## src/include/css_map.vh

```
// Register offsets, reset values and timing constants of the charger start-up sequencer
`ifndef CSS_MAP_VH
`define CSS_MAP_VH

`define CSS_CHG_CUR_OFFSET   8'h14
`define CSS_CTRL2_OFFSET     8'h3D
`define CSS_CTRL3_OFFSET     8'h4C
`define CSS_ADDR_W           8
`define CSS_DATA_W           16
`define CSS_CHG_CUR_LOW      16'h0020
`define CSS_CHG_CUR_ZERO     16'h0000
`define CSS_CTRL2_RESET      16'h0000
`define CSS_CTRL2_DEB_BIT    11
`define CSS_CTRL3_MODE_BIT   7
`define CSS_CLK_HZ           100000000
`define CSS_DEB_LONG_MS      1300
`define CSS_DEB_SHORT_MS     150
`define CSS_CONFIG_RESISTOR_PIN_SETTLE_US   40
// Counts at 100 MHz; debounce and settle counts sized to the 28-bit sequencer timer, short check and gate-on counts to 16 bits
`define CSS_DEB_LONG_CYC     28'h7BFA480
`define CSS_DEB_SHORT_CYC    28'h0E4E1C0
`define CSS_CONFIG_RESISTOR_PIN_SETTLE_CYC  28'h0000FA0
`define CSS_SHORT_CHK_CYC    16'h0100
`define CSS_GATE_ON_CYC      16'h0400

`endif

```

## src/rtl/css_charger_startup_sequencer.v

```verilog
// Start-up sequencer: wake, adapter debounce, short check, switch gate, adapter-good, configuration strap
`timescale 1ns/1ns
`include "css_map.vh"

// Function
// RULE_01 - Core and register port stay inactive until bias supply passes wake level.
// RULE_02 - Later insertions debounce long or short per second control word bit 11.
// RULE_03 - First insertion after power-up always uses the short debounce.
// RULE_04 - After debounce, short check blocks gate if sense node or adapter sense low.
// RULE_05 - Adapter present, then debounce, then short check, then gate enabling.
// RULE_06 - Adapter-good released only with bias high, adapter sense high, gate fully on.
// RULE_07 - Converter switching starts only once adapter-good is asserted.
// RULE_08 - Adapter-good driven low whenever no adapter is detected.
// RULE_09 - Source test current into config pin and capture it before gate enable.
// RULE_10 - Battery only with no adapter puts the device in low power.
// RULE_11 - Topology pin high selects charge-only; low selects system-regulating mode.
// RULE_12 - Topology high at reset: low current code, host-controlled charging mode bit.
// RULE_13 - Charge-only mode runs no host-communication timeout.
// RULE_14 - Zero charge-current register disables the charge current limit.
// RULE_15 - Topology low at reset: current zero, battery FET off, voltage loop at max.
// RULE_16 - System mode charging begins only after nonzero charge-current write.
// RULE_17 - Reverse-block mode turns low-side gate off at zero phase voltage.
// RULE_18 - On-pulse ends at upper window level; next starts at compensation level.
// RULE_19 - Adapter loss during debounce or short check aborts and keeps gate off.
// RULE_20 - Debounce timed by clock counter with terminal counts matching durations.
module css_charger_startup_sequencer #(
  parameter [27:0] DEB_LONG_CYC  = `CSS_DEB_LONG_CYC,
  parameter [27:0] DEB_SHORT_CYC = `CSS_DEB_SHORT_CYC
) (
  input  wire        clk_sys,
  input  wire        rst_b,
  // Bias and adapter comparators
  input  wire        biasWake,
  input  wire        biasUpper,
  input  wire        adapterVoltagePresent,
  input  wire        adapterSenseInput,
  input  wire        inputCurrentSensePosOk,
  input  wire        adapterSenseShortOk,
  input  wire        adapterSwitchGateFull,
  // Straps and battery
  input  wire        topologySelectPin,
  input  wire        batteryPresent,
  input  wire [7:0]  configResistorAdc,
  // Modulator comparators
  input  wire        rippleAtUpperWindow,
  input  wire        rippleAtComp,
  input  wire        phaseZero,
  // Register port
  input  wire        regWrite,
  input  wire        regRead,
  input  wire [7:0]  regAddr,
  input  wire [15:0] regWdata,
  output reg  [15:0] regRdata,
  output reg         regReady,
  // Gate, flag and configuration pins
  output reg         adapterSwitchGate,
  output reg         adapterGoodFlagOut,
  output reg         adapterGoodFlagOe,
  output reg         configSourceEn,
  output reg  [7:0]  configCapture,
  output reg         switchingEn,
  output reg         pwmOn,
  output reg         lowSideGate,
  // Charging mode
  output reg         batterySwitchFet,
  output reg         constantVoltageLoop,
  output reg         chargeEnable,
  output reg         chargeLimitEn,
  output reg         narrowRangeSystemCharging,
  output reg         hostTimeoutEn,
  output reg         lowPower
);

  // ----------------------------------------------------------------
  // Sequencer states
  // ----------------------------------------------------------------
  localparam [2:0] ST_IDLE   = 3'd0;
  localparam [2:0] ST_DEB    = 3'd1;
  localparam [2:0] ST_CONFIG_RESISTOR_PIN   = 3'd2;
  localparam [2:0] ST_SHORT  = 3'd3;
  localparam [2:0] ST_GATE   = 3'd4;
  localparam [2:0] ST_RUN    = 3'd5;

  localparam [27:0] CONFIG_RESISTOR_PIN_CYC  = `CSS_CONFIG_RESISTOR_PIN_SETTLE_CYC;
  localparam [27:0] SHORT_CYC = {12'h000, `CSS_SHORT_CHK_CYC};

  localparam [1:0] REG_CHG_CUR = 2'h0;
  localparam [1:0] REG_CTRL2   = 2'h1;
  localparam [1:0] REG_CTRL3   = 2'h2;
  localparam [1:0] REG_NONE    = 2'h3;

  reg [2:0]  state_reg;
  reg [27:0] timer_reg;
  reg        firstDone_reg;
  reg        strapped_reg;
  reg        chargeOnly_reg;
  reg        hostWrote_reg;
  reg [15:0] chgCur_reg;
  reg [15:0] ctrl2_reg;
  reg [15:0] ctrl3_reg;
  // No control bit for reverse blocking here; held on from reset
  reg        reverseBlockMode_reg;

  wire coreAwake  = biasWake;
  wire adapterIn  = adapterVoltagePresent;
  // Last count reached: debounce and settle last exactly their loaded number of cycles, short check at least
  wire timerDone  = (timer_reg <= 28'h0000001);
  wire goodCond   = biasUpper & adapterSenseInput & adapterSwitchGateFull;

  // Debounce length: first insertion short, later per control bit
  function [27:0] debLen;
    input first;
    input sel;
    begin
      debLen = (first | ~sel) ? DEB_SHORT_CYC : DEB_LONG_CYC; // [RULE_02] [RULE_03]
    end
  endfunction

  // Register address decode shared by the write and read paths
  function [1:0] regIndex;
    input [7:0] addr;
    begin
      case (addr)
        `CSS_CHG_CUR_OFFSET: regIndex = REG_CHG_CUR;
        `CSS_CTRL2_OFFSET:   regIndex = REG_CTRL2;
        `CSS_CTRL3_OFFSET:   regIndex = REG_CTRL3;
        default:             regIndex = REG_NONE;
      endcase
    end
  endfunction

  wire [1:0] regSel = regIndex(regAddr);

  // ----------------------------------------------------------------
  // Start-up sequence
  // ----------------------------------------------------------------
  always @(posedge clk_sys) begin
    if (!rst_b || !coreAwake) begin
      state_reg          <= ST_IDLE; // [RULE_01]
      timer_reg          <= 28'h0000000;
      adapterSwitchGate  <= 1'b0;
      configSourceEn     <= 1'b0;
      configCapture      <= 8'h00;
      adapterGoodFlagOut <= 1'b0;
      adapterGoodFlagOe  <= 1'b1;
      switchingEn        <= 1'b0;
      lowPower           <= 1'b0;
      if (!rst_b)
        firstDone_reg <= 1'b0;
    end else begin
      lowPower <= batteryPresent & ~adapterIn; // [RULE_10]
      if (timer_reg != 28'h0000000)
        timer_reg <= timer_reg - 28'h0000001; // [RULE_20]
      // Open drain: pulled low unless all readiness conditions hold
      adapterGoodFlagOe <= ~(adapterIn && state_reg == ST_RUN && goodCond); // [RULE_06] [RULE_08]
      switchingEn       <= adapterIn && state_reg == ST_RUN && goodCond && !adapterGoodFlagOe; // [RULE_07]
      if (!adapterIn && state_reg != ST_IDLE) begin
        state_reg         <= ST_IDLE; // [RULE_19]
        adapterSwitchGate <= 1'b0;
        configSourceEn    <= 1'b0;
      end else begin
        case (state_reg)
          ST_IDLE: begin
            if (adapterIn) begin
              state_reg <= ST_DEB; // [RULE_05]
              timer_reg <= debLen(~firstDone_reg, ctrl2_reg[`CSS_CTRL2_DEB_BIT]);
            end
          end
          ST_DEB: begin
            if (timerDone) begin
              firstDone_reg  <= 1'b1;
              state_reg      <= ST_CONFIG_RESISTOR_PIN;
              configSourceEn <= 1'b1; // [RULE_09]
              timer_reg      <= CONFIG_RESISTOR_PIN_CYC;
            end
          end
          ST_CONFIG_RESISTOR_PIN: begin
            if (timerDone) begin
              configCapture  <= configResistorAdc; // [RULE_09]
              configSourceEn <= 1'b0;
              state_reg      <= ST_SHORT;
              timer_reg      <= SHORT_CYC;
            end
          end
          ST_SHORT: begin
            // Short on the input bus: hold the gate off and stay here
            if (timerDone && inputCurrentSensePosOk && adapterSenseShortOk) begin
              state_reg         <= ST_GATE; // [RULE_04] [RULE_05]
              adapterSwitchGate <= 1'b1;
            end
          end
          ST_GATE: begin
            if (adapterSwitchGateFull)
              state_reg <= ST_RUN;
          end
          ST_RUN: begin
            state_reg <= ST_RUN;
          end
          default: state_reg <= ST_IDLE;
        endcase
      end
    end
  end

  // ----------------------------------------------------------------
  // Strap capture and registers
  // ----------------------------------------------------------------
  always @(posedge clk_sys) begin
    if (!rst_b) begin
      strapped_reg         <= 1'b0;
      chargeOnly_reg       <= 1'b0;
      hostWrote_reg        <= 1'b0;
      chgCur_reg           <= `CSS_CHG_CUR_ZERO;
      ctrl2_reg            <= `CSS_CTRL2_RESET;
      ctrl3_reg            <= 16'h0000;
      reverseBlockMode_reg <= 1'b1;
      regRdata             <= 16'h0000;
      regReady             <= 1'b0;
    end else if (coreAwake) begin
      // No answer on the strap clock, a write is not taken there though a read still loads regRdata
      regReady <= (regWrite | regRead) & strapped_reg; // [RULE_01]
      if (!strapped_reg) begin
        // Strap caught on the first awake clock after reset
        strapped_reg   <= 1'b1;
        chargeOnly_reg <= topologySelectPin; // [RULE_11]
        if (topologySelectPin) begin
          chgCur_reg <= `CSS_CHG_CUR_LOW; // [RULE_12]
          ctrl3_reg  <= 16'h0001 << `CSS_CTRL3_MODE_BIT;
        end else begin
          chgCur_reg <= `CSS_CHG_CUR_ZERO; // [RULE_15]
        end
      end else if (regWrite) begin
        case (regSel)
          REG_CHG_CUR: begin
            chgCur_reg    <= regWdata;
            hostWrote_reg <= (regWdata != 16'h0000); // [RULE_16]
          end
          REG_CTRL2: ctrl2_reg <= regWdata;
          REG_CTRL3: ctrl3_reg <= regWdata;
          default: ctrl3_reg <= ctrl3_reg;
        endcase
      end
      if (regRead) begin
        case (regSel)
          REG_CHG_CUR: regRdata <= chgCur_reg;
          REG_CTRL2:   regRdata <= ctrl2_reg;
          REG_CTRL3:   regRdata <= ctrl3_reg;
          default:             regRdata <= 16'h0000;
        endcase
      end
    end else begin
      regReady <= 1'b0;
    end
  end

  // ----------------------------------------------------------------
  // Charging mode outputs
  // ----------------------------------------------------------------
  always @(posedge clk_sys) begin
    if (!rst_b) begin
      batterySwitchFet          <= 1'b0;
      constantVoltageLoop       <= 1'b1;
      chargeEnable              <= 1'b0;
      chargeLimitEn             <= 1'b0;
      narrowRangeSystemCharging <= 1'b0;
      hostTimeoutEn             <= 1'b0;
    end else begin
      narrowRangeSystemCharging <= strapped_reg & ~chargeOnly_reg; // [RULE_11]
      hostTimeoutEn             <= strapped_reg & ~chargeOnly_reg; // [RULE_13]
      chargeLimitEn             <= (chgCur_reg != 16'h0000); // [RULE_14]
      if (chargeOnly_reg) begin
        batterySwitchFet    <= 1'b0;
        constantVoltageLoop <= 1'b0;
        chargeEnable        <= strapped_reg;
      end else begin
        // Battery FET off and voltage loop at upper setpoint until host asks
        batterySwitchFet    <= hostWrote_reg; // [RULE_15] [RULE_16]
        constantVoltageLoop <= ~hostWrote_reg;
        chargeEnable        <= hostWrote_reg;
      end
    end
  end

  // ----------------------------------------------------------------
  // Modulator pulse and reverse blocking
  // ----------------------------------------------------------------
  always @(posedge clk_sys) begin
    if (!rst_b || !switchingEn) begin
      pwmOn       <= 1'b0;
      lowSideGate <= 1'b0;
    end else begin
      if (pwmOn && rippleAtUpperWindow)
        pwmOn <= 1'b0; // [RULE_18]
      else if (!pwmOn && rippleAtComp)
        pwmOn <= 1'b1; // [RULE_18]
      if (pwmOn && rippleAtUpperWindow)
        lowSideGate <= 1'b1;
      else if (pwmOn || (reverseBlockMode_reg && phaseZero))
        lowSideGate <= 1'b0; // [RULE_17]
    end
  end

endmodule // css_charger_startup_sequencer

```

## config.mk

```make
export PLATFORM = sky130hd
export DESIGN_NAME = css_charger_startup_sequencer
export DESIGN_NICKNAME = d
export VERILOG_FILES = /design/src/rtl/css_charger_startup_sequencer.v
export VERILOG_INCLUDE_DIRS = /design/src /design/src/include
export SDC_FILE = /design/constraint.sdc
export NUM_CORES = 1
export LEC_CHECK = 0
export BUFFER_PORTS_ARGS = -buffer_cell sky130_fd_sc_hd__buf_2
export CAP_MARGIN = 20
export CORE_MARGIN = 3
export CORE_UTILIZATION = 39
export DETAILED_ROUTE_END_ITERATION = 6
export PLACE_DENSITY = 0.59
export SYNTH_ARGS = -nofsm -noshare
export SYNTH_HDL_FRONTEND = slang
export SYNTH_SLANG_ARGS = --single-unit
```

## constraint.sdc

```tcl
create_clock -name clk_sys -period 2.7 [get_ports clk_sys]
set_input_delay 0.405 -clock clk_sys [delete_from_list [all_inputs] [get_ports clk_sys]]
set_output_delay 0.405 -clock clk_sys [all_outputs]
set_load 0.005 [all_outputs]
```

== After elaboration in Yosys (flattened, before gate mapping) ==
Index checks and enable logic that the tools add are counted.
W data, S select, Z words.
Storage, ports and cells
  output and inout port bits: 39
  word-level logic and storage cells: 139
  register bits after elaboration: 120
Operators by class
  mux-type cells: 34
  reduce and logical (&&, ||, !) cells: 43
  bitwise operators: 16
  eq/ne operators: 20
  $add $sub $neg: 1
  $lt $le $gt $ge: 1
Operators with widths (count)
  $mux W28: 5
  $mux W16: 7
  $pmux W28 S3: 1
  $pmux W16 S3: 1
  $reduce_bool A16 Y1: 2
  $le A28 B1 Y1 const B: 1
  $reduce_bool A28 Y1: 1
  $sub A28 B1 Y28 const B: 1
  $mux W27: 1
  $pmux W3 S6: 1
  $ne A2 B2 Y1 const B: 8
  $reduce_and A4 Y1: 4
  $mux W3: 5
  $mux W1: 10
  $reduce_bool A2 Y1: 5
  $not A1 Y1: 9
  $reduce_and A3 Y1: 3
  $eq A8 B5 Y1 const B: 1
  $eq A8 B6 Y1 const B: 1
  $eq A8 B7 Y1 const B: 1
  $logic_and A1 B1 Y1: 8
  $reduce_and A2 Y1: 4
  $eq A3 B2 Y1 const B: 2
  $eq A3 B3 Y1 const B: 2
  other kinds (16): 31

== Longest topological paths before layout ==
  depth in word-level cells: 6
  gate-level depth with buffers: 9
  mapped depth without buffers: 8

== Least setup slack after synthesis ==
Ideal clock, no wire load.
  path type: input to register
  from: input regAddr[1]
  to: register ctrl3_reg[4]
  library setup time: 132 ps
  required time: 2568 ps
  stages: 9
  arrival time: 2081 ps
  setup slack: 487 ps
  buffers on the path: 3
  cell sequence: or3b_1 -> clkbuf_1 -> nor3_2 -> and3_1 -> buf_2 -> o21ai_1 -> buf_2 -> nand2_1 -> a21oi_1
Between the ends
  word-level cells in the longest chain between the ends: 5
  elaborated cells on any way between the ends: 7
  those cells by class: eq/ne: 5; mux: 1; reduce/logical: 1
Ends and longest elaborated chain
  start: declaration: RTL line css_charger_startup_sequencer.v:51  | input wire [7:0] regAddr,
  $eq A8 B7 Y1, or another cell as far along: RTL line css_charger_startup_sequencer.v:123  | case (addr)
  $pmux W2 S3 *: RTL line css_charger_startup_sequencer.v:123
  $eq A2 B2 Y1 *: RTL line css_charger_startup_sequencer.v:233  | case (regSel)
  $ne A2 B1 Y1 (no source line) *
  $reduce_and A4 Y1 (no source line) *
  end signal: assignment: RTL line css_charger_startup_sequencer.v:228  | ctrl3_reg <= 16'h0001 << `CSS_CTRL3_MODE_BIT;
  end signal: assignment: RTL line css_charger_startup_sequencer.v:239  | REG_CTRL3: ctrl3_reg <= regWdata;
  end signal: assignment: RTL line css_charger_startup_sequencer.v:240  | default: ctrl3_reg <= ctrl3_reg;
  end: declaration: RTL line css_charger_startup_sequencer.v:100  | reg [15:0] ctrl3_reg;
Mark *: on every way between the ends. The rest lies on a longest branch, timed or not.
A chain may end at the register's enable or synchronous reset.

== Final worst setup path ==
  from: register timer_reg[10]
  to: register timer_reg[21]
Between the ends
  word-level cells in the longest chain between the ends: 5
  elaborated cells on any way between the ends: 9
  those cells by class: add/sub: 1; order compare: 1; mux: 6; reduce/logical: 1
Ends and longest elaborated chain
  start: declaration: RTL line css_charger_startup_sequencer.v:93  | reg [27:0] timer_reg;
  start signal: assignment: RTL line css_charger_startup_sequencer.v:153  | timer_reg <= timer_reg - 28'h0000001;
  start signal: assignment: RTL line css_charger_startup_sequencer.v:166  | timer_reg <= debLen(~firstDone_reg, ctrl2_reg[`CSS_CTRL2_DEB_BIT]);
  $sub A28 B1 Y28 or $reduce_bool A28 Y1 (tied branches): RTL line css_charger_startup_sequencer.v:153, css_charger_startup_sequencer.v:152
  $mux W28: RTL line css_charger_startup_sequencer.v:152  | if (timer_reg != 28'h0000000)
  $mux W28 (on tied branches): RTL line css_charger_startup_sequencer.v:178, css_charger_startup_sequencer.v:164, css_charger_startup_sequencer.v:170
  $pmux W28 S3: RTL line css_charger_startup_sequencer.v:162  | case (state_reg)
  $mux W28 *: RTL line css_charger_startup_sequencer.v:157  | if (!adapterIn && state_reg != ST_IDLE) begin
Marks and branches as above.

==> impl_results.md <==
* Register-to-register setup slack at 0.28 ns
* Core Box Area at 13300 um2
* Die height at 123 um
* Run status: finished, final reports clean
* Worst path arrival time at 2.72 ns
* WS Path Type: reg2reg
* Post-cts hold buffer count at 0
* Crit. End Element: flop
* Final nets at 789
* WL/cell at 16.3 um
* Standard-cell rows at 42
* Part of the cycle the worst path needs at 89.5%
* I/O pins at 87
* Fin worst setup slack at 0.284 ns
* Final HPWL DP at 10600 um
* Maximum fanout along the worst path at 8
* Routed vias/inst at 5.52
* Synth Flop Type: dfxtp_1
* First-pass GRT wire length at 24600 um
* Final WL at 15100 um
* Setup_tns at 0 ns
* TritonCTS Buffers at 17
* Mapped cell area at 5330 um2
* Startpoint types: flop
* Reg-to-Reg End: timer_reg[21]$_SDFF_PN0_
* Post-route DRC at 0
* Top cells by area, synth: dfxtp_1 45%, a21oi_1 9.5%, nand2_1 7.1%
* Met3 Resource Use GR at 5.72%
* Period minus WS final at 2.42 ns
* Gr usage total at 21.1%
* DRT iter0 DRCs at 367
* Most common cell in the netlist: dfxtp_1
* Final hold viol count at 0
* Area leader, netlist: dfxtp_1
* Synth Area per Inst at 8.19 um2
* Worst slew pin tran at 0.849 ns
* Initial antenna violation count at 0
* Grt met2 use at 35.9%
* P_leak at 2.50 nW
* Synth top area share at 44.7%
* Number of synthesized flops with an enable pin at 1
* Slew HR at 43.0%
* Worst Hold Depth at 3
* Unrepaired setup endpoints after global routing: false
* Top cell by count, worst path: a21oi_1
* Global route overflow at 0
* Clock sinks at 120
* Pins over their slew limit at 0
* CP delay by family, top: simple AND/OR/NAND/NOR gates
* GPL Wtd Cong at 0.897
* Hold Crit Start: configResistorAdc[0]
* Largest net degree at the start of global routing at 39
* Top cells by count, synth: 119 x dfxtp_1, 101 x a21oi_1, 101 x nand2_1
* Multi-input combinational cell area at 2740 um2
* Max reg flops at 28
* CTS Root Cell: clkbuf_16
* Clock-pin slew on the worst setup and hold paths at 0.05 ns
* Via Count at 5119
* Seq/Total Area, Yosys at 45.3%
* Clock Skew at 0.00773 ns
* R2R Path Start: timer_reg[10]$_SDFF_PN0_
* Layer with the highest usage: met2
* P&R area growth vs syn at 23.5%
* Filler cells at 1297
* Post-synthesis async set-or-reset flop share at 0%
* PostCTS Resize Cnt at 0
* Ant. Diodes at 0
* Clk buf depth at 2
* Syn Nets at 702
* WHS at 0.224 ns
* Yosys cell types at 64
* Max stage delay on crit path at 0.59 ns
* Cell Chain, Critical Path: or4_1 > buf_4 > nor4b_1 > a21oi_1 > nand3_1 > xor2_1 > a21oi_1
* Power per cell area at 750 nW/um2
* Dpl ws at 0.266 ns
* I/O Buffers at 85
* Die area at 15100 um2
* Clk_lat worst skew at 0.43 ns
* Placement-stage cell area at 5990 um2
* Die W at 123 um
* Peak supply drop at 0.425 mV
* Routed Antenna Nets at 0
* Worst path slowest cell: or4_1
* WHS Endpoint: configCapture[0]$_SDFFE_PN0P_
* H-tree depth at 4
* Ys Warns at 0
* Post-Syn Instances at 651
* Final Cell Area at 6580 um2
* Vias in the first global route at 4952
* Yosys reg bits at 120
* Final setup violation count at 0
* Data required, critical path at 3.00 ns
* Fmax at 0.414 GHz
* Buffer and inverter count on the worst path at 1
* # Post-CTS Setup Buffers at 0
* Reg area at 2410 um2
* Drt first pass iters at 5
* CTS tree: yes
* Starting Density at 40.1%
* R2R depth at 7
* GRT met1 Usage at 25.0%
* Max Cap Violations at 0
* Ratio of cells with drive above 1 in the final layout at 20.2%
* Worst hold path type: in2reg
how the worst max path moves through the flow:
stage,from,end,slack [ns],depth (start not counted)
after global routing,timer_reg[26]$_SDFF_PN0_,firstDone_reg$_DFFE_PP_,0.14,6
final,timer_reg[10]$_SDFF_PN0_,timer_reg[21]$_SDFF_PN0_,0.28,7
after CTS,timer_reg[10]$_SDFF_PN0_,timer_reg[21]$_SDFF_PN0_,0.26,7
after global placement,timer_reg[26]$_SDFF_PN0_,timer_reg[10]$_SDFF_PN0_,0.31,7
after floorplan,regAddr[1],ctrl3_reg[4]$_SDFFE_PN0P_,0.49,9
after detailed placement,timer_reg[10]$_SDFF_PN0_,timer_reg[21]$_SDFF_PN0_,0.27,7
report_power, final:
group	internal, mW	switching, mW	total [mW]
Clock	1.47	0.819	2.29
Combinational	0.307	0.454	0.760
Sequential	1.82	0.0601	1.88
Total	3.60	1.33	4.93
cells by family after synthesis:
logic type | after synthesis | synth area share, %
AOI/OAI and AO/OA | 171 | 19.1
xor gates and xnor gates | 23 | 3.78
adders and majority gates | 3 | 0.704
buffers and inverters | 46 | 3.55
DFF | 120 | 45.3
muxes | 3 | 0.564
other | 1 | 0.0704
and+or+nand+nor | 284 | 26.9
area by class of cell:
class / count / share of cell area [%]
clock inverter: 11 / 2.22
sequential: 120 / 36.6
multi-input combinational: 485 / 41.6
timing repair buffer: 104 / 8.82
clock buffer: 21 / 6.84
tap: 176 / 3.35
inverter: 10 / 0.570
metrics by stage:
| step | power [mW] | instances | util (%) |
|---|---|---|---|
| 6_report | 4.93 | 927 | 49.5 |
| 5_1_grt | 5.14 | 927 | 49.5 |
| 4_1_cts | 4.96 | 927 | 49.5 |
| 3_5_place_dp | 2.66 | 895 | 45.0 |
| 3_3_place_gp | 2.65 | 895 | 45.0 |
| 2_1_floorplan | 2.43 | 651 | - |
worst register-to-register path, cell delays in order (launching register included):
cell and delay [ns]:
dfxtp_1 0.32, or4_1 0.59, buf_4 0.20, nor4b_1 0.39
a21oi_1 0.34, nand3_1 0.19, xor2_1 0.17, a21oi_1 0.09
metal layers:
metal	routed length, um	vias to the layer above
met1	6200	2433
li1	-	2502
met2	7660	155
met4	346	0
met5	0	-
met3	891	29
layout by cell type, fill, tap and decap left out, drive strengths merged, types with 4 or more instances in the layout:
| cell | synthesis | routed |
|---|---|---|
| a211oi | 4 | 4 |
| a21oi | 101 | 101 |
| a22oi | 30 | 30 |
| buf | 9 | 104 |
| clkbuf | 27 | 21 |
| clkinv | 0 | 6 |
| dfxtp | 119 | 119 |
| inv | 10 | 12 |
| nand2 | 101 | 101 |
| nand2b | 6 | 6 |
| nand3 | 16 | 16 |
| nand4 | 23 | 23 |
| nor2 | 70 | 70 |
| nor2b | 8 | 8 |
| nor3 | 14 | 14 |
| nor3b | 4 | 4 |
| nor4 | 15 | 15 |
| o21ai | 12 | 12 |
| or4 | 5 | 5 |
| xnor2 | 7 | 7 |
| xor2 | 16 | 16 |
No activity file was read; power rests on OpenSTA's default activity.
